### src/term_timing_pkg.sv
// Purpose: shared constants for the termination timing ends
// Assumes: single 25 MHz system clock
// Notes:   counts derived from printed times at 40 ns period
package term_timing_pkg;
	// ---------------------------------------------
	// clock
	// ---------------------------------------------
	localparam int CLK_PERIOD_PS = 40000;              // 25 MHz
	// ---------------------------------------------
	// delays in clocks
	// ---------------------------------------------
	localparam int TERM_ON_DELAY_CK   = 2;             // term_on_delay
	localparam int TERM_OFF_DELAY_HALF = 5;            // term_off_delay, 2.5 clocks as half cycles
	localparam int HIGH_PHASE_PERMILLE = 500;          // assumed high phase 0.5
	localparam int TERM_TO_PD_ENTRY_CK = 3;            // term_to_pd_entry_latency
	localparam int TERM_PD_EXIT_CK     = 8;            // term_pd_exit_latency
	localparam int WRITE_TO_READ_CK    = 2;            // write_to_read_delay floor
	localparam int FAST_EXIT_READ_CK   = 2;            // fast power-down exit
	localparam int SLOW_EXIT_BASE_CK   = 8;            // slow exit is this minus additive latency
	// ---------------------------------------------
	// times in ps and derived counts
	// ---------------------------------------------
	localparam int PD_MIN_EXTRA_PS   = 2000;           // power-down async min extra
	localparam int PD_MAX_EXTRA_PS   = 1000;           // power-down async max extra
	localparam int MODE_UPDATE_PS    = 12000;          // mode_to_term_update_delay
	localparam int IMP_TEST_PS       = 12000;          // impedance_test_driver_delay
	localparam int PD_MIN_CK = (PD_MIN_EXTRA_PS + CLK_PERIOD_PS - 1) / CLK_PERIOD_PS;
	localparam int MODE_UPDATE_CK_RAW = MODE_UPDATE_PS / CLK_PERIOD_PS;
	localparam int MODE_UPDATE_CK = (MODE_UPDATE_CK_RAW < 1) ? 1 : MODE_UPDATE_CK_RAW;
	localparam int IMP_TEST_CK_RAW = IMP_TEST_PS / CLK_PERIOD_PS;
	localparam int IMP_TEST_CK = (IMP_TEST_CK_RAW < 1) ? 1 : IMP_TEST_CK_RAW;
	// ---------------------------------------------
	// mode register fields
	// ---------------------------------------------
	localparam int MODE_EXIT_SEL_BIT = 12;             // A12 exit timing select
	localparam int EXT_RTT_HI_BIT    = 6;              // A6
	localparam int EXT_RTT_LO_BIT    = 2;              // A2
	localparam logic [1:0] RTT_OFF = 2'h0;
	localparam logic [1:0] RTT_75  = 2'h1;
	localparam logic [1:0] RTT_150 = 2'h2;
	localparam logic [1:0] RTT_50  = 2'h3;
	localparam logic [2:0] CMD_NOP  = 3'h0;
	localparam logic [2:0] CMD_MODE = 3'h1;            // mode_register_write
	localparam logic [2:0] CMD_EXT  = 3'h2;            // extended_mode_register_write
	localparam logic [2:0] CMD_WRITE_AP = 3'h3;
	localparam logic [2:0] CMD_READ = 3'h4;
	localparam logic [2:0] CMD_WRITE = 3'h5;
	localparam logic [2:0] CMD_IMP_TEST = 3'h6;
	localparam int ADDR_W = 13;
	localparam int CNT_W  = 8;
	localparam logic [3:0] RESET_WR = 4'h2;            // write recovery reset
	localparam logic [2:0] RESET_AL = 3'h0;

	// decode A6,A2 into strength code
	function automatic logic [1:0] rtt_decode(input logic [ADDR_W-1:0] a);
		rtt_decode = {a[EXT_RTT_HI_BIT], a[EXT_RTT_LO_BIT]};
	endfunction
endpackage

### src/term_link_if.sv
`timescale 1ns/100ps
// Purpose: command and termination link between controller and device
// Assumes: one clock shared by both ends
// Notes:   no clocking block
interface term_link_if;
	import term_timing_pkg::*;
	logic              cke;                 // clock enable
	logic              termination_control; // termination request
	logic [2:0]        cmd;                 // command code
	logic [ADDR_W-1:0] addr;                // address bits
	logic [1:0]        rtt_active;          // applied termination
	logic              imp_test_drive;      // test driver state
	modport device (input cke, termination_control, cmd, addr, output rtt_active, imp_test_drive);
	modport controller (output cke, termination_control, cmd, addr, input rtt_active, imp_test_drive);
endinterface

### src/term_controller.sv
// Purpose: controller end, spacing of termination and commands
// Assumes: user requests arrive on the same clock
// Notes:   one request at a time, busy follows the spacing counters one cycle late
`timescale 1ns/100ps
module term_controller
	import term_timing_pkg::*;
(
	input  wire logic            clk,
	input  wire logic            sys_rst,
	term_link_if.controller      link,
	input  wire logic            req_valid,    // user request strobe
	input  wire logic [2:0]      req_cmd,      // command code
	input  wire logic [ADDR_W-1:0] req_addr,   // address
	input  wire logic            req_term,     // wanted termination level
	input  wire logic            req_pd,       // want power-down
	input  wire logic [3:0]      wr_recovery,  // programmed write recovery
	input  wire logic [3:0]      precharge_ck, // precharge time in clocks, rounded up
	input  wire logic [2:0]      additive_latency_setting,
	output logic                 busy,         // request not taken
	output logic                 in_pd         // link in power-down
);
	// ---------------------------------------------
	// state
	// ---------------------------------------------
	typedef struct packed {
		logic             cke;
		logic             term;
		logic [2:0]       cmd;
		logic [ADDR_W-1:0] addr;
		logic [CNT_W-1:0] stable;    // cycles control unchanged
		logic [CNT_W-1:0] gap;       // command spacing countdown
		logic [CNT_W-1:0] rd_gap;    // read spacing countdown
		logic [CNT_W-1:0] exit_cnt;  // cycles since power-down exit
		logic             slow;      // slow exit programmed
		logic             cke_hold;  // clock kept after enable drop
		logic             busy;
	} ctl_s;
	ctl_s st, next_st;

	logic [CNT_W-1:0] slow_wait;
	assign slow_wait = CNT_W'(SLOW_EXIT_BASE_CK) - CNT_W'(additive_latency_setting);

	// ---------------------------------------------
	// next state
	// ---------------------------------------------
	always_comb begin
		next_st = st;
		next_st.cmd = CMD_NOP;
		if (st.gap != '0) next_st.gap = st.gap - 1'b1;
		if (st.rd_gap != '0) next_st.rd_gap = st.rd_gap - 1'b1;
		if (st.stable != 8'hff) next_st.stable = st.stable + 1'b1;
		if (st.exit_cnt != 8'hff && st.cke) next_st.exit_cnt = st.exit_cnt + 1'b1;
		next_st.cke_hold = 1'b0;
		// termination change only when settled after power-down exit
		if (req_term != st.term && st.cke && st.exit_cnt >= CNT_W'(TERM_PD_EXIT_CK)) begin
			next_st.term = req_term;
			next_st.stable = '0;
		end
		// no entry in the cycle the control level moves, or the stable count would lie
		if (req_pd && st.cke && st.stable >= CNT_W'(TERM_TO_PD_ENTRY_CK) && st.gap == '0 && req_term == st.term)
			next_st.cke = 1'b0;
		else if (!req_pd && !st.cke) begin
			next_st.cke = 1'b1;
			next_st.exit_cnt = '0;
			next_st.rd_gap = st.slow ? slow_wait : CNT_W'(FAST_EXIT_READ_CK);
		end
		next_st.busy = !(st.cke && st.gap == '0 && !(req_cmd == CMD_READ && st.rd_gap != '0));
		if (req_valid && !st.busy && st.cke && !(req_cmd == CMD_READ && st.rd_gap != '0)) begin
			next_st.cmd = req_cmd;
			next_st.addr = req_addr;
			case (req_cmd)
				CMD_MODE: next_st.slow = req_addr[MODE_EXIT_SEL_BIT];
				CMD_WRITE_AP: next_st.gap = CNT_W'(wr_recovery) + CNT_W'(precharge_ck);
				CMD_WRITE: next_st.rd_gap = CNT_W'(WRITE_TO_READ_CK) + 8'h01;
				default: next_st.gap = st.gap;
			endcase
		end
		if (sys_rst) begin
			next_st = '0;
			next_st.cke = 1'b1;
			next_st.exit_cnt = 8'hff;
			next_st.busy = 1'b1;
		end
	end

	// ---------------------------------------------
	// registers; clock never stops here, which covers the hold after cke drop
	// ---------------------------------------------
	always_ff @(posedge clk) begin
		st <= next_st;
	end

	assign link.cke = st.cke;
	assign link.termination_control = st.term;
	assign link.cmd = st.cmd;
	assign link.addr = st.addr;
	assign busy = st.busy;
	assign in_pd = !st.cke;
endmodule

### src/flat_wrapper.sv
// flat-port wrapper written by rule: the top's interface ports become plain ports
module term_controller_flat import term_timing_pkg::*;
  (clk, sys_rst, req_valid, req_cmd, req_addr, req_term, req_pd, wr_recovery, precharge_ck, additive_latency_setting, busy, in_pd, link_cke, link_termination_control, link_cmd, link_addr, link_rtt_active, link_imp_test_drive);
  term_link_if link_i ();
  input  wire logic clk;
  input  wire logic sys_rst;
  input  wire logic req_valid;
  input  wire logic [2:0] req_cmd;
  input  wire logic [ADDR_W-1:0] req_addr;
  input  wire logic req_term;
  input  wire logic req_pd;
  input  wire logic [3:0] wr_recovery;
  input  wire logic [3:0] precharge_ck;
  input  wire logic [2:0] additive_latency_setting;
  output logic busy;
  output logic in_pd;
  output wire logic [$bits(link_i.cke)-1:0] link_cke;
  output wire logic [$bits(link_i.termination_control)-1:0] link_termination_control;
  output wire logic [$bits(link_i.cmd)-1:0] link_cmd;
  output wire logic [$bits(link_i.addr)-1:0] link_addr;
  input wire logic [$bits(link_i.rtt_active)-1:0] link_rtt_active;
  input wire logic [$bits(link_i.imp_test_drive)-1:0] link_imp_test_drive;
  assign link_cke = link_i.cke;
  assign link_termination_control = link_i.termination_control;
  assign link_cmd = link_i.cmd;
  assign link_addr = link_i.addr;
  assign link_i.rtt_active = link_rtt_active;
  assign link_i.imp_test_drive = link_imp_test_drive;
  term_controller u_core (.clk(clk), .sys_rst(sys_rst), .link(link_i), .req_valid(req_valid), .req_cmd(req_cmd), .req_addr(req_addr), .req_term(req_term), .req_pd(req_pd), .wr_recovery(wr_recovery), .precharge_ck(precharge_ck), .additive_latency_setting(additive_latency_setting), .busy(busy), .in_pd(in_pd));
endmodule
### config.mk
export PLATFORM = sky130hd
export DESIGN_NAME = term_controller_flat
export DESIGN_NICKNAME = d
export VERILOG_FILES = /design/src/term_timing_pkg.sv /design/src/term_link_if.sv /design/src/term_controller.sv /design/src/flat_wrapper.sv
export SDC_FILE = /design/constraint.sdc
export NUM_CORES = 1
export LEC_CHECK = 0
export ABC_AREA = 1
export BUFFER_PORTS_ARGS = -buffer_cell sky130_fd_sc_hd__clkbuf_2
export CELL_PAD_IN_SITES_DETAIL_PLACEMENT = 0
export CELL_PAD_IN_SITES_GLOBAL_PLACEMENT = 1
export CORE_ASPECT_RATIO = 0.5
export CORE_MARGIN = 8
export CORE_UTILIZATION = 39
export CTS_BUF_LIST = sky130_fd_sc_hd__clkbuf_16
export DETAILED_ROUTE_END_ITERATION = 12
export PLACE_DENSITY_LB_ADDON = 0.1
export SLEW_MARGIN = 20
export SYNTH_ARGS = -nofsm -noshare
export SYNTH_HDL_FRONTEND = slang
export SYNTH_SLANG_ARGS = --single-unit
### constraint.sdc
create_clock -name clk -period 2 [get_ports clk]
set_input_delay 0.2 -clock clk [delete_from_list [all_inputs] [get_ports clk]]
set_output_delay 0.2 -clock clk [all_outputs]
set_load 0.05 [all_outputs]
==> impl_metrics.env <==
export IMPL_r2r_cells=8
export IMPL_fillers=778
export IMPL_setup_viol=0
export IMPL_cts_root_buf="clkbuf_16"
export IMPL_grt_max_degree=21
export IMPL_finalCriticalPeriod_ns=1.75
export IMPL_fin_util_pct=45.8
export IMPL_fin_skew_ns=0.0112
export IMPL_diodes=0
export IMPL_grt_use_total_pct=12.6
export IMPL_initial_core_util_pct=39.8
export IMPL_grt_antenna_before_repair=0
export IMPL_finalCritPeriodShare_pct=87.5
export IMPL_cts_sinks=52
export IMPL_core_area_um2=7270
export IMPL_num_vias=2664
export IMPL_htree_levels=2
export IMPL_hp_start="req_addr[8]"
export IMPL_syn_area_um2=2900
export IMPL_ys_ff_latch=52
export IMPL_yosysWarnings=0
export IMPL_ys_flop_type="dfxtp_1"
export IMPL_start_kind="flip-flop"
export IMPL_die_width_um=138
export IMPL_status="finished, final reports clean"
export IMPL_routed_wl_um=6680
export IMPL_cts_resized=0
export IMPL_dp_hpwl_um=5240
export IMPL_syn2layout_area_growth_pct=14.9
export IMPL_met3_usage_pct=3.71
export IMPL_grt_pass1_vias=2483
export IMPL_port_buffers=51
export IMPL_drcViolationCount=0
export IMPL_r2r_slack_ns=0.25
export IMPL_cts_tree="built"
export IMPL_wl_per_cell_um=12.1
export IMPL_cts_setup_buffers=0
export IMPL_drt_iter0_drc=141
export IMPL_cts_path_max_buffers=2
export IMPL_die_area_um2=10600
export IMPL_clk_pin_slew_ns=0.07
export IMPL_met2_usage_pct=21.2
export IMPL_drive_gt1_share_pct=16.6
export IMPL_synthTopCellsByArea="dfxtp_1 (36%), nand2_1 (10%), nor2_1 (8.7%)"
export IMPL_r2r_start="u_core.st[3]"
export IMPL_crit_required_ns=2.17
export IMPL_synth_top_cell_area_share_pct=36.0
export IMPL_whs_path_depth=3
export IMPL_busiest_layer="met2"
export IMPL_async_reset_ff_share_pct=0
export IMPL_pwr_density_cell_nw_per_um2=1390
export IMPL_nets=504
export IMPL_via_per_inst=4.82
export IMPL_syn_nets=464
export IMPL_hold_viol=0
export IMPL_relSlewSlack_pct=55.4
export IMPL_setup_tns_final_ns=0
export IMPL_hold_buffers=0
export IMPL_yosysMostFrequentCell="nand2_1"
export IMPL_dr_pass1_iters=4
export IMPL_grt_pass1_wl_um=11200
export IMPL_yosysUniqueCellTypes=34
export IMPL_fmax_ghz=0.571
export IMPL_synthCells=416
export IMPL_rows=22
export IMPL_worst_pin_slew_ns=0.665
export IMPL_hold_path_end="u_core.link.addr[8]"
export IMPL_p_leak_nw=1.62
export IMPL_min_path_type="in2reg"
export IMPL_gp_congestion=0.802
export IMPL_worst_skew_pair_late_latency_ns=0.29
export IMPL_synth_edf_count=0
export IMPL_rr_endpoint="u_core.st[7]"
export IMPL_num_io_pins=55
export IMPL_cts_buffers=5
export IMPL_max_cap_violations=0
export IMPL_end_kind="flip-flop"
export IMPL_crit_fanout=9
export IMPL_ir_worst_vdd_mv=0.478
export IMPL_worstSetupPathType="reg2reg"
export IMPL_synth_common_cells="nand2_1 (80), nor2_1 (67), dfxtp_1 (52)"
export IMPL_use_met1_pct=15.8
export IMPL_synth_yosys_seq_area_share_pct=36.0
export IMPL_rsz0062_at_grt="no"
export IMPL_overflow=0
export IMPL_arrival_ns=1.92
export IMPL_slew_violations=0
export IMPL_ant_nets=0
export IMPL_synth_avg_cell_area_um2=6.96
export IMPL_die_h_um=76.9
export IMPL_yosysTopAreaCell="dfxtp_1"
==> worst max-delay path, stage by stage (launching register included) <==
cell,delay [ns]
dfxtp_1,0.40
ha_1,0.21
nand2_1,0.08
nor3_1,0.33
a21oi_1,0.30
nand2_1,0.13
nand2_1,0.06
nand3_1,0.06
nand2_1,0.05
==> kinds of logic after synthesis <==
kind of cell / after synthesis / synth area share (%)
buf+inv: 71 / 11.7
compound gates: 53 / 10.1
fa+ha+maj: 13 / 5.88
flops: 52 / 36.0
xor+xnor: 13 / 3.93
simple gates: 214 / 32.5
==> per-layer routing <==
layer	wire length (um)	part of all wire [%]
met4	26	0.39
met5	0	0
met1	3190	48
met2	3190	48
met3	269	4.0
==> final cells by class <==
class	instances	area [um2]	area share, %
flip-flops and latches	52	1040	31.3
clock inverters	3	47.5	1.43
inverters	47	176	5.30
well taps	96	120	3.61
repair buffers	57	300	9.03
clock buffers	5	125	3.76
multi-input cells	293	1520	45.6
==> where the power goes <==
part           switching, mW  leakage, nW  internal [mW]
Clock                  0.390       0.0840          0.595
Sequential             0.216        0.426           1.31
Combinational           1.31         1.11          0.799
Total                   1.92         1.62           2.70
==> layout by cell type, fill, tap and decap left out, types with 2 or more instances in the layout <==
cell type	netlist	layout
nand2_1	80	80
nor2_1	67	67
dfxtp_1	52	52
clkbuf_2	0	51
inv_1	44	44
nand3_1	36	36
o21ai_0	23	23
a21oi_1	20	20
nor3_1	12	12
ha_1	12	12
nand4_1	11	11
xor2_1	9	9
buf_4	17	6
clkbuf_16	0	5
xnor2_1	4	4
inv_2	2	2
o211ai_1	2	2
nand3b_1	2	2
or2_2	2	2
clkinv_4	0	2
==> sequential cells by signal, indices dropped and copies added (netlist names) <==
register                         count
u_core.link.addr                    13
u_core.link.cke                      1
u_core.link.termination_control      1
u_core.busy                          1
u_core.st                           33
u_core.link.cmd                      3
==> how the worst max path moves through the flow <==
stage	start	endpoint	slack, ns	cells past startpoint
after floorplan	u_core.link.cke	u_core.link.addr[0]	0.06	6
after global placement	u_core.st[3]	u_core.st[7]	0.30	8
after detailed placement	u_core.st[3]	u_core.st[7]	0.25	8
after CTS	u_core.st[3]	u_core.st[7]	0.24	8
after global routing	u_core.st[3]	u_core.st[5]	0.01	8
final	u_core.st[3]	u_core.st[7]	0.25	8
==> metrics by stage <==
step	area [um2]	hold WS (ns)	setup slack, ns	total power [mW]	std cells
2_1_floorplan	2900	0.335	0.0645	3.25	416
5_1_grt	3330	0.170	0.0111	5.06	553
3_3_place_gp	3150	0.438	0.301	3.61	545
4_1_cts	3330	0.148	0.237	4.67	553
3_5_place_dp	3150	0.451	0.248	3.66	545
6_report	3330	0.148	0.249	4.61	553
Note: power is estimated with default switching activity, not from simulation.
